[src/verilog/sac_pkg.sv]
// Shared constants, register map and types of the converter sequencer.
// Assumes a 100 MHz APB clock and user logic that follows the timing rules.
//
// What this block does and what its user must keep to
// RULE1 - Mode bit 3 low adds two-tick post-calibration
// RULE2 - Mode bit 2 low powers converter down after conversion
// RULE3 - Mode bits 1:0 select 10, 12 or 8 bits
// RULE4 - Conversion clock period is 4*(1+divider) clocks
// RULE5 - User keeps conversion clock within 0.5-10 MHz
// RULE6 - Start is taken synchronously on a clock edge
// RULE7 - Busy and sample rise when sampling begins
// RULE8 - Sample phase lasts 2+extend conversion ticks
// RULE9 - User honours minimum sample time of monitors
// RULE10 - Distribution drops sample, lasts resolution ticks
// RULE11 - Busy ends after post-calibration or distribution
// RULE12 - Result ready rises with busy fall, holds
// RULE13 - Latency adds one input and output sync
// RULE14 - User should keep post-calibration enabled
// RULE15 - Five-bit channel select, binary channel number
// RULE16 - Result is MSB-justified in twelve bits
// RULE17 - New start abandons running conversion
// RULE18 - Power-up calibration of 3840 ticks, flagged
// RULE19 - Settings captured at start, held throughout

package sac_pkg;

	// ************************************************************
	// Register map and fields
	// ************************************************************
	localparam logic [7:0] OFF_MODE     = 8'h00;
	localparam logic [7:0] OFF_TIMING   = 8'h04;
	localparam logic [7:0] OFF_CTRL     = 8'h08;
	localparam logic [7:0] OFF_STATUS   = 8'h0c;
	localparam logic [7:0] OFF_IRQ_STAT = 8'h10;
	localparam logic [7:0] OFF_IRQ_CLR  = 8'h14;
	localparam logic [7:0] OFF_IRQ_EN   = 8'h18;
	localparam logic [7:0] OFF_RESULT   = 8'h1c;

	localparam int unsigned POSTCAL_OFF_BIT = 3;
	localparam int unsigned KEEP_ON_BIT     = 2;
	localparam int unsigned START_BIT       = 0;
	localparam int unsigned IRQ_W           = 2;
	localparam int unsigned IRQ_DONE_BIT    = 0;
	localparam int unsigned IRQ_CAL_BIT     = 1;

	localparam logic [3:0] MODE_RST   = 4'h0;
	localparam logic [4:0] CHAN_RST   = 5'h00;
	localparam logic [7:0] DIV_RST    = 8'h04;
	localparam logic [7:0] EXT_RST    = 8'h00;

	localparam logic [1:0] RES_10 = 2'h0;
	localparam logic [1:0] RES_12 = 2'h1;
	localparam logic [1:0] RES_8  = 2'h2;

	// ************************************************************
	// Timing
	// ************************************************************
	localparam int unsigned DIV_MULT      = 4;
	localparam logic [8:0]  SAMPLE_BASE   = 9'h002;
	localparam logic [8:0]  POSTCAL_TICKS = 9'h002;
	localparam int unsigned CAL_TICKS_DEF = 3840;
	localparam int unsigned RESULT_W      = 12;
	localparam logic [11:0] SAR_INIT      = 12'h800;
	localparam logic [4:0]  TEMP_CHANNEL  = 5'h1f;

	typedef struct packed {
		logic [3:0] mode;
		logic [4:0] channel;
		logic [7:0] divide;
		logic [7:0] sample_ext;
	} sac_cfg_t;

	typedef enum logic [4:0] {
		ST_CAL     = 5'h01,
		ST_IDLE    = 5'h02,
		ST_SAMPLE  = 5'h04,
		ST_DIST    = 5'h08,
		ST_POSTCAL = 5'h10
	} sac_state_t;

	// Unused code 11 falls back to ten bits
	function automatic logic [3:0] res_bits(input logic [1:0] code);
		case (code)
			RES_12:  res_bits = 4'hc;
			RES_8:   res_bits = 4'h8;
			RES_10:  res_bits = 4'ha;
			default: res_bits = 4'ha;
		endcase
	endfunction : res_bits

endpackage : sac_pkg

[src/verilog/sac_sync2.sv]
// Two-stage synchroniser for levels arriving from outside the clock domain.
// Assumes the source holds each level far longer than two clock periods.
`timescale 1ns/1ps

module sac_sync2 #(
	parameter int unsigned W = 1
) (
	input  wire logic         pclk,
	input  wire logic         presetn,
	input  wire logic [W-1:0] d,
	output logic      [W-1:0] q
);

	logic [W-1:0] meta_reg;

	if (W < 1) begin : g_chk
		$error("sac_sync2: width must be at least one");
	end

	always_ff @(posedge pclk or negedge presetn) begin
		if (!presetn) begin
			meta_reg <= '0;
			q        <= '0;
		end else begin
			meta_reg <= d;
			q        <= meta_reg;
		end
	end

endmodule : sac_sync2

[src/verilog/sac_clk_div.sv]
// Conversion clock divider: one-cycle tick every 4*(1+divide) clocks.
// Assumes divide is held stable between restarts.
`timescale 1ns/1ps

module sac_clk_div #(
	parameter int unsigned DIV_W = 8
) (
	input  wire logic             pclk,
	input  wire logic             presetn,
	input  wire logic             restart,
	input  wire logic [DIV_W-1:0] divide,
	output logic                  tick
);

	logic [DIV_W+1:0] cnt_reg;
	logic [DIV_W+1:0] limit;

	if (DIV_W < 1 || DIV_W > 16) begin : g_chk
		$error("sac_clk_div: divider width out of range");
	end

	// Times four by appending ones: 4*(1+divide)-1
	assign limit = {divide, 2'b11}; // [RULE4]
	assign tick  = (cnt_reg == limit);

	// Restart realigns phases so every conversion starts with a full tick
	always_ff @(posedge pclk or negedge presetn) begin
		if (!presetn) begin
			cnt_reg <= '0;
		end else if (restart || tick) begin
			cnt_reg <= '0;
		end else begin
			cnt_reg <= cnt_reg + 1'b1;
		end
	end

endmodule : sac_clk_div

[src/verilog/sac_conv_ctrl.sv]
// Sequencer for a successive-approximation converter with an APB slave.
// Assumes a 100 MHz pclk and an asynchronous comparator level on cmp_in.
//
// Chosen here: the address map and the APB slave port.
`timescale 1ns/1ps

module sac_conv_ctrl #(
	parameter int unsigned CAL_TICKS = sac_pkg::CAL_TICKS_DEF
) (
	input  wire logic        pclk,
	input  wire logic        presetn,
	input  wire logic [7:0]  paddr,
	input  wire logic        psel,
	input  wire logic        penable,
	input  wire logic        pwrite,
	input  wire logic [31:0] pwdata,
	output logic      [31:0] prdata,
	output logic             pready,
	output logic             pslverr,
	output logic             irq,
	input  wire logic        cmp_in,
	output logic      [11:0] trial_code,
	output logic      [4:0]  channel_select,
	output logic             internal_temp_strobe,
	output logic             conv_busy,
	output logic             conv_sample,
	output logic             result_ready,
	output logic      [11:0] result,
	output logic             calibrating,
	output logic             power_down
);

	if (CAL_TICKS < 1 || CAL_TICKS > 4095) begin : g_chk
		$error("sac_conv_ctrl: calibration length out of range");
	end

	// ************************************************************
	// Declarations
	// ************************************************************
	sac_pkg::sac_cfg_t   cfg_reg;
	sac_pkg::sac_cfg_t   act_reg;
	sac_pkg::sac_state_t state_reg;
	sac_pkg::sac_state_t state_next;

	logic                      kick_reg;
	logic                      tick;
	logic                      cmp_s;
	logic [8:0]                ph_cnt_reg;
	logic [11:0]               cal_cnt_reg;
	logic [11:0]               trial_reg;
	logic [11:0]               sar_next;
	logic [3:0]                dist_bits;
	logic [3:0]                bitpos;
	logic                      sample_last;
	logic                      dist_last;
	logic                      post_last;
	logic                      postcal_on;
	logic                      conv_done;
	logic                      cal_done;
	logic [4:0]                chan_now;
	logic [sac_pkg::IRQ_W-1:0] irq_stat_reg;
	logic [sac_pkg::IRQ_W-1:0] irq_stat_next;
	logic [sac_pkg::IRQ_W-1:0] irq_en_reg;
	logic [sac_pkg::IRQ_W-1:0] irq_evt;
	logic [sac_pkg::IRQ_W-1:0] irq_clr;
	logic                      acc;
	logic                      wr;
	logic [31:0]               rdata;
	logic                      rerr;

	// ************************************************************
	// APB slave
	// ************************************************************
	// One wait state: pready rises on the second access cycle
	assign acc = psel && penable && pready;
	assign wr  = acc && pwrite;

	always_comb begin
		rdata = 32'h0000_0000;
		rerr  = 1'b0;
		case (paddr)
			sac_pkg::OFF_MODE:     rdata = {19'h0_0000, cfg_reg.channel, 4'h0, cfg_reg.mode};
			sac_pkg::OFF_TIMING:   rdata = {16'h0000, cfg_reg.sample_ext, cfg_reg.divide};
			sac_pkg::OFF_CTRL:     rdata = 32'h0000_0000;
			sac_pkg::OFF_STATUS:   rdata = {4'h0, result, 11'h000, power_down, calibrating,
				result_ready, conv_sample, conv_busy};
			sac_pkg::OFF_IRQ_STAT: rdata = {30'h0000_0000, irq_stat_reg};
			sac_pkg::OFF_IRQ_CLR:  rdata = 32'h0000_0000;
			sac_pkg::OFF_IRQ_EN:   rdata = {30'h0000_0000, irq_en_reg};
			sac_pkg::OFF_RESULT:   rdata = {20'h0_0000, result};
			default:               rerr  = 1'b1;
		endcase
	end

	always_ff @(posedge pclk or negedge presetn) begin
		if (!presetn) begin
			pready  <= 1'b0;
			prdata  <= 32'h0000_0000;
			pslverr <= 1'b0;
		end else begin
			pready  <= psel && penable && !pready;
			prdata  <= (psel && penable && !pready && !pwrite) ? rdata : 32'h0000_0000;
			pslverr <= psel && penable && !pready && rerr;
		end
	end

	always_ff @(posedge pclk or negedge presetn) begin
		if (!presetn) begin
			cfg_reg.mode       <= sac_pkg::MODE_RST;
			cfg_reg.channel    <= sac_pkg::CHAN_RST;
			cfg_reg.divide     <= sac_pkg::DIV_RST;
			cfg_reg.sample_ext <= sac_pkg::EXT_RST;
		end else if (wr && paddr == sac_pkg::OFF_MODE) begin
			cfg_reg.mode    <= pwdata[3:0];
			cfg_reg.channel <= pwdata[12:8]; // [RULE15]
		end else if (wr && paddr == sac_pkg::OFF_TIMING) begin
			cfg_reg.divide     <= pwdata[7:0];
			cfg_reg.sample_ext <= pwdata[15:8];
		end
	end

	always_ff @(posedge pclk or negedge presetn) begin
		if (!presetn) begin
			irq_en_reg <= '0;
		end else if (wr && paddr == sac_pkg::OFF_IRQ_EN) begin
			irq_en_reg <= pwdata[sac_pkg::IRQ_W-1:0];
		end
	end

	// ************************************************************
	// Start capture
	// ************************************************************
	// Registered kick is the one-cycle input sync of the latency
	always_ff @(posedge pclk or negedge presetn) begin
		if (!presetn) begin
			kick_reg <= 1'b0;
		end else begin
			kick_reg <= wr && paddr == sac_pkg::OFF_CTRL && pwdata[sac_pkg::START_BIT]; // [RULE6] [RULE13]
		end
	end

	// Settings frozen so mid-conversion writes cannot corrupt the result
	always_ff @(posedge pclk or negedge presetn) begin
		if (!presetn) begin
			act_reg.mode       <= sac_pkg::MODE_RST;
			act_reg.channel    <= sac_pkg::CHAN_RST;
			act_reg.divide     <= sac_pkg::DIV_RST;
			act_reg.sample_ext <= sac_pkg::EXT_RST;
		end else if (kick_reg) begin
			act_reg <= cfg_reg; // [RULE19]
		end
	end

	sac_clk_div #(
		.DIV_W (8)
	) u_div (
		.pclk    (pclk),
		.presetn (presetn),
		.restart (kick_reg),
		.divide  (act_reg.divide),
		.tick    (tick)
	);

	sac_sync2 #(
		.W (1)
	) u_cmp_sync (
		.pclk    (pclk),
		.presetn (presetn),
		.d       (cmp_in),
		.q       (cmp_s)
	);

	// ************************************************************
	// Sequencer
	// ************************************************************
	assign dist_bits   = sac_pkg::res_bits(act_reg.mode[1:0]); // [RULE3]
	assign postcal_on  = !act_reg.mode[sac_pkg::POSTCAL_OFF_BIT];
	assign sample_last = (ph_cnt_reg == sac_pkg::SAMPLE_BASE + {1'b0, act_reg.sample_ext} - 9'h001);
	assign dist_last   = (ph_cnt_reg == {5'h00, dist_bits - 4'h1});
	assign post_last   = (ph_cnt_reg == sac_pkg::POSTCAL_TICKS - 9'h001);

	always_comb begin
		state_next = state_reg;
		case (state_reg)
			sac_pkg::ST_CAL: begin
				if (tick && cal_cnt_reg == 12'(CAL_TICKS - 1)) begin
					state_next = sac_pkg::ST_IDLE; // [RULE18]
				end
			end
			sac_pkg::ST_IDLE: begin
				state_next = sac_pkg::ST_IDLE;
			end
			sac_pkg::ST_SAMPLE: begin
				if (tick && sample_last) begin
					state_next = sac_pkg::ST_DIST; // [RULE8]
				end
			end
			sac_pkg::ST_DIST: begin
				if (tick && dist_last) begin
					state_next = postcal_on ? sac_pkg::ST_POSTCAL
						: sac_pkg::ST_IDLE; // [RULE1] [RULE10]
				end
			end
			sac_pkg::ST_POSTCAL: begin
				if (tick && post_last) begin
					state_next = sac_pkg::ST_IDLE; // [RULE11]
				end
			end
			default: begin
				state_next = sac_pkg::ST_IDLE;
			end
		endcase
		// A start in any state drops what is running, calibration included
		if (kick_reg) begin
			state_next = sac_pkg::ST_SAMPLE; // [RULE17]
		end
	end

	always_ff @(posedge pclk or negedge presetn) begin
		if (!presetn) begin
			state_reg <= sac_pkg::ST_CAL;
		end else begin
			state_reg <= state_next;
		end
	end

	always_ff @(posedge pclk or negedge presetn) begin
		if (!presetn) begin
			ph_cnt_reg <= 9'h000;
		end else if (kick_reg || state_next != state_reg) begin
			ph_cnt_reg <= 9'h000;
		end else if (tick) begin
			ph_cnt_reg <= ph_cnt_reg + 9'h001;
		end
	end

	always_ff @(posedge pclk or negedge presetn) begin
		if (!presetn) begin
			cal_cnt_reg <= 12'h000;
		end else if (state_reg == sac_pkg::ST_CAL && tick) begin
			cal_cnt_reg <= cal_cnt_reg + 12'h001; // [RULE18]
		end
	end

	// ************************************************************
	// Successive approximation
	// ************************************************************
	// Trial starts at the MSB so fewer bits leave the low bits zero
	assign bitpos = 4'(sac_pkg::RESULT_W - 1) - ph_cnt_reg[3:0];

	always_comb begin
		sar_next = trial_reg;
		if (!cmp_s) begin
			sar_next[bitpos] = 1'b0;
		end
		if (!dist_last) begin
			sar_next[bitpos - 4'h1] = 1'b1;
		end
	end

	always_ff @(posedge pclk or negedge presetn) begin
		if (!presetn) begin
			trial_reg <= 12'h000;
		end else if (state_reg != sac_pkg::ST_DIST && state_next == sac_pkg::ST_DIST) begin
			trial_reg <= sac_pkg::SAR_INIT; // [RULE16]
		end else if (state_reg == sac_pkg::ST_DIST && tick) begin
			trial_reg <= sar_next;
		end
	end

	assign conv_done = !kick_reg && state_next == sac_pkg::ST_IDLE
		&& (state_reg == sac_pkg::ST_DIST || state_reg == sac_pkg::ST_POSTCAL);
	assign cal_done  = state_reg == sac_pkg::ST_CAL && state_next == sac_pkg::ST_IDLE;

	// ************************************************************
	// Status outputs
	// ************************************************************
	// All status taken from state_next so outputs stay flop-driven
	always_ff @(posedge pclk or negedge presetn) begin
		if (!presetn) begin
			conv_busy   <= 1'b0;
			conv_sample <= 1'b0;
			calibrating <= 1'b1;
		end else begin
			conv_busy   <= state_next == sac_pkg::ST_SAMPLE || state_next == sac_pkg::ST_DIST
				|| state_next == sac_pkg::ST_POSTCAL; // [RULE7] [RULE11] [RULE13]
			conv_sample <= state_next == sac_pkg::ST_SAMPLE; // [RULE7] [RULE10]
			calibrating <= state_next == sac_pkg::ST_CAL; // [RULE18]
		end
	end

	always_ff @(posedge pclk or negedge presetn) begin
		if (!presetn) begin
			result_ready <= 1'b0;
			result       <= 12'h000;
		end else if (kick_reg) begin
			result_ready <= 1'b0;
		end else if (conv_done) begin
			result_ready <= 1'b1; // [RULE12]
			result       <= (state_reg == sac_pkg::ST_DIST) ? sar_next : trial_reg; // [RULE16]
		end
	end

	always_ff @(posedge pclk or negedge presetn) begin
		if (!presetn) begin
			power_down <= 1'b0;
		end else if (kick_reg) begin
			power_down <= 1'b0;
		end else if (conv_done) begin
			power_down <= !act_reg.mode[sac_pkg::KEEP_ON_BIT]; // [RULE2]
		end
	end

	assign chan_now = kick_reg ? cfg_reg.channel : act_reg.channel;

	always_ff @(posedge pclk or negedge presetn) begin
		if (!presetn) begin
			channel_select       <= sac_pkg::CHAN_RST;
			internal_temp_strobe <= 1'b0;
		end else begin
			channel_select       <= chan_now; // [RULE15] [RULE19]
			internal_temp_strobe <= state_next == sac_pkg::ST_SAMPLE
				&& chan_now == sac_pkg::TEMP_CHANNEL;
		end
	end

	assign trial_code = trial_reg;

	// ************************************************************
	// Interrupts
	// ************************************************************
	assign irq_evt = {cal_done, conv_done};
	assign irq_clr = (wr && paddr == sac_pkg::OFF_IRQ_CLR) ? pwdata[sac_pkg::IRQ_W-1:0] : '0;
	// Set beats clear so an event in the clearing cycle survives
	assign irq_stat_next = irq_evt | (irq_stat_reg & ~irq_clr);

	always_ff @(posedge pclk or negedge presetn) begin
		if (!presetn) begin
			irq_stat_reg <= '0;
			irq         <= 1'b0;
		end else begin
			irq_stat_reg <= irq_stat_next;
			irq         <= |(irq_stat_next & irq_en_reg);
		end
	end

	// ************************************************************
	// Assertions
	// ************************************************************
	logic [19:0] hlp_cyc;
	logic [19:0] hlp_per;

	assign hlp_per = 20'(sac_pkg::DIV_MULT) * (20'(act_reg.divide) + 20'h00001);

	always_ff @(posedge pclk or negedge presetn) begin
		if (!presetn) begin
			hlp_cyc <= 20'h00000;
		end else if (kick_reg || state_next != state_reg) begin
			hlp_cyc <= 20'h00000;
		end else begin
			hlp_cyc <= hlp_cyc + 20'h00001;
		end
	end
endmodule : sac_conv_ctrl

[config.mk]
export PLATFORM = sky130hd
export DESIGN_NAME = sac_conv_ctrl
export DESIGN_NICKNAME = d
export VERILOG_FILES = /design/src/verilog/sac_pkg.sv /design/src/verilog/sac_sync2.sv /design/src/verilog/sac_clk_div.sv /design/src/verilog/sac_conv_ctrl.sv
export SDC_FILE = /design/constraint.sdc
export NUM_CORES = 1
export LEC_CHECK = 0
export BUFFER_PORTS_ARGS = -buffer_cell sky130_fd_sc_hd__buf_2
export CORE_ASPECT_RATIO = 1.2
export CORE_UTILIZATION = 57
export CTS_CLUSTER_DIAMETER = 80
export DETAILED_ROUTE_END_ITERATION = 8
export PLACE_DENSITY = 0.8
export SLEW_MARGIN = 25
export SYNTH_ARGS = -nofsm -noshare
export SYNTH_HDL_FRONTEND = slang
export SYNTH_SLANG_ARGS = --single-unit
[constraint.sdc]
create_clock -name pclk -period 6.8 [get_ports pclk]
set_input_delay 0 -clock pclk [delete_from_list [all_inputs] [get_ports pclk]]
set_output_delay 0 -clock pclk [all_outputs]
set_load 0.03 [all_outputs]
==> run metrics <==
status finished, final reports clean; all-layer global routing usage 28.8%; PwrDens 226 mW/mm²; power share of the clock group 43.1%; YS warnings 0; Sw Ratio 26.0%; DRC viols 0; Area Overhead vs Synth 16.8%; cell count after synthesis 731; Post-Synth XOR/XNOR Area 5.51%; cell area after synthesis 0.00788 mm²; crit path DAT 3220 ps; minimum clock period 2950 ps; Inserted Diodes 0; clock net sink count 159; Hold Crit Class in2reg; final max-slew violation count 0; Final ANT Viol Nets 0; gr ovfl total 0; relative slew slack 38.5%; post-synth cell types 75; Post-synth top flop dfrtp_1; Row Count 46; first-pass GRT wire length 31.0 mm; Die Area 0.0143 mm²; Max IR drop VDD 0.141 mV; Async S/R FF share, synth 100%; hold violation total from the final report 0; clk_lat worst skew 430 ps; Core ar. 0.0134 mm²; Seq/Total Area, Yosys 50.5%; Synth Register Bits 159; initial DRC count 532; Final period util 43.3%; Tightest Pin Transition 923 ps; IO Port Bufs 95; CTS H-Tree Depth 4; Setup Skew 6.24 ps; Seq pwr share 47.4%; Starting Density 59.0%; Final setup viols 0; Wirelength per Cell 19.4 µm; layout cells sized above 1 24.9%; max FFs per register 28; Post-Synth Adder-Cell Area 2.06%; clock tree buffer depth 2; Via density 6.11; I/O pin count 116; DIE HEIGHT 131 µm; EDFF count, synth 0; net switching power 0.541 mW; setup tns final 0 ps; Critical Path RT 7080 ps; RD Place Congestion 0.929; main combinational cell family by area after synthesis simple AND/OR/NAND/NOR gates; First-pass DRT Iterations 5; Fmax 339 MHz; DR vias 6,175; Reg clk slew, reported paths 60 ps; Nets 890; CTS buffer count 17; most frequent cells in the layout dfrtp_1, buf_2, nand2_1; RSZ-0062 raised after global routing false; Root Driver clkbuf_16; min setup slack post-route 3850 ps; Internal Power 1.54 mW; most common cell after layout, fill and taps aside dfrtp_1; CP endpoint kind flop; CP Max Fanout 35; Horiz. Die Dim 109 µm; startpoint types flop; initial antenna violation count 0; mux contribution to synthesized area 8.08%; post-synthesis compound-gate area fraction 13.3%; DP Worst Slack 3940 ps; max-cap violations 0; Mapped Avg Cell Area 10.8 µm²; maximum number of pins on one net before global-route repair 96; CTS tree yes; Leak 4.33 nW; final wirelength 19.6 mm; Logic pwr share 9.5%; Synth Area in Simple Gates 16.9%; via count of the first global-routing pass 6,023; Detailed Place HPWL 13.6 mm; Setup Crit Path Kind reg2reg
==> through the flow <==
step / area, µm² / hold slack [ps] / utilization (%) / power [mW] / instances
after floorplan: 7890 / -296 / - / 1.12 / 734
after global placement: 8390 / 113 / 62.8 / 1.18 / 956
after detailed placement: 8410 / 110 / 62.9 / 1.19 / 956
after CTS: 9200 / 61.4 / 68.9 / 2.09 / 1011
after global routing: 9210 / 118 / 68.9 / 2.16 / 1011
final: 9210 / 76.4 / 68.9 / 2.08 / 1011
==> per-layer routing <==
metal  global-route usage, %  wire length [µm]
met5                       0                 0
met4                    12.4               539
met3                    5.06               985
met2                    49.2             10000
met1                    36.0              8080
==> power by group through the flow <==
stage          Sequential [mW]  Combinational, mW  Clock (mW)
2_1_floorplan            0.985              0.134           0
3_3_place_gp              1.00              0.177           0
3_5_place_dp              1.00              0.182           0
4_1_cts                  0.987              0.195       0.910
5_1_grt                  0.990              0.219       0.949
6_report                 0.989              0.197       0.898
==> final cells by class <==
class                   instances  area, µm²
multi-input cells             515       3650
clock buffers                  20        447
inverters                      16       60.1
repair buffers                122        744
well taps                     168        210
fillers                       974       4150
clock inverters                11        109
flip-flops and latches        159       3980
==> worst max-delay path, stage by stage, from the launching register on <==
cell and delay (ps):
dfrtp_1 480, nor4b_2 400, nand2b_1 90, buf_4 250, nor4_4 660, a31oi_1 260, o311ai_4 530, nor4b_1 130
==> worst paths after layout <==
kind,slack [ps],cells after the start,endpoint,start
max reg2reg,3850,7,ph_cnt_reg[6]$_DFFE_PN0P_,state_reg[4]$_DFF_PN0_
min in group asynchronous,220,2,cal_cnt_reg[5]$_DFFE_PN0P_,presetn
min reg2reg,360,0,u_cmp_sync.q$_DFF_PN0_,u_cmp_sync.meta_reg$_DFF_PN0_
max,3850,7,ph_cnt_reg[6]$_DFFE_PN0P_,state_reg[4]$_DFF_PN0_
max in group asynchronous,5220,3,ph_cnt_reg[1]$_DFFE_PN0P_,presetn
min,80,4,prdata[2]$_DFF_PN0_,paddr[3]
==> synthesized netlist by cell type (all sizes together) (3+ instances only) <==
library cell    n  area share [%]
a22oi          23             2.2
inv            16            0.76
nand4          10            0.79
nand2b          4            0.32
a22o           13             1.4
and3           11            0.87
ha             13             2.1
buf            21             1.7
nor4           12             1.4
o211ai          4            0.44
nor2           42             2.0
nor2b           6            0.48
o21ai          41             2.7
xor2           22             2.4
mux2i           4            0.51
a21oi          18             1.3
o31ai           6            0.57
dfstp           4             1.3
and2           16             1.3
nand3          18             1.2
xnor2          25             2.8
o22ai           3            0.41
or2             4            0.32
nor4b          10             1.2
a31oi           3            0.24
o221ai          9             1.0
nand2          79             3.8
clkbuf         23             1.1
a32o            3            0.38
a211oi          3            0.29
dfrtp         155              49
mux2           53             7.6
or3            10            0.92
nor3           16             1.3
==> logic make-up after synthesis <==
group,Yosys count
AOI/OAI and AO/OA,145
xor gates and xnor gates,48
muxes,57
buffers and inverters,60
and+or+nand+nor,248
adders and majority gates,13
other,1
DFF,159
==> repair_timing <==
action,CTS,global route
buffers inserted,0,0
hold buffers,24,0
setup endpoints to repair,0,0
resized for setup,0,0
endpoints found under the hold margin,128,0
No activity file was read; power rests on OpenSTA's default activity.
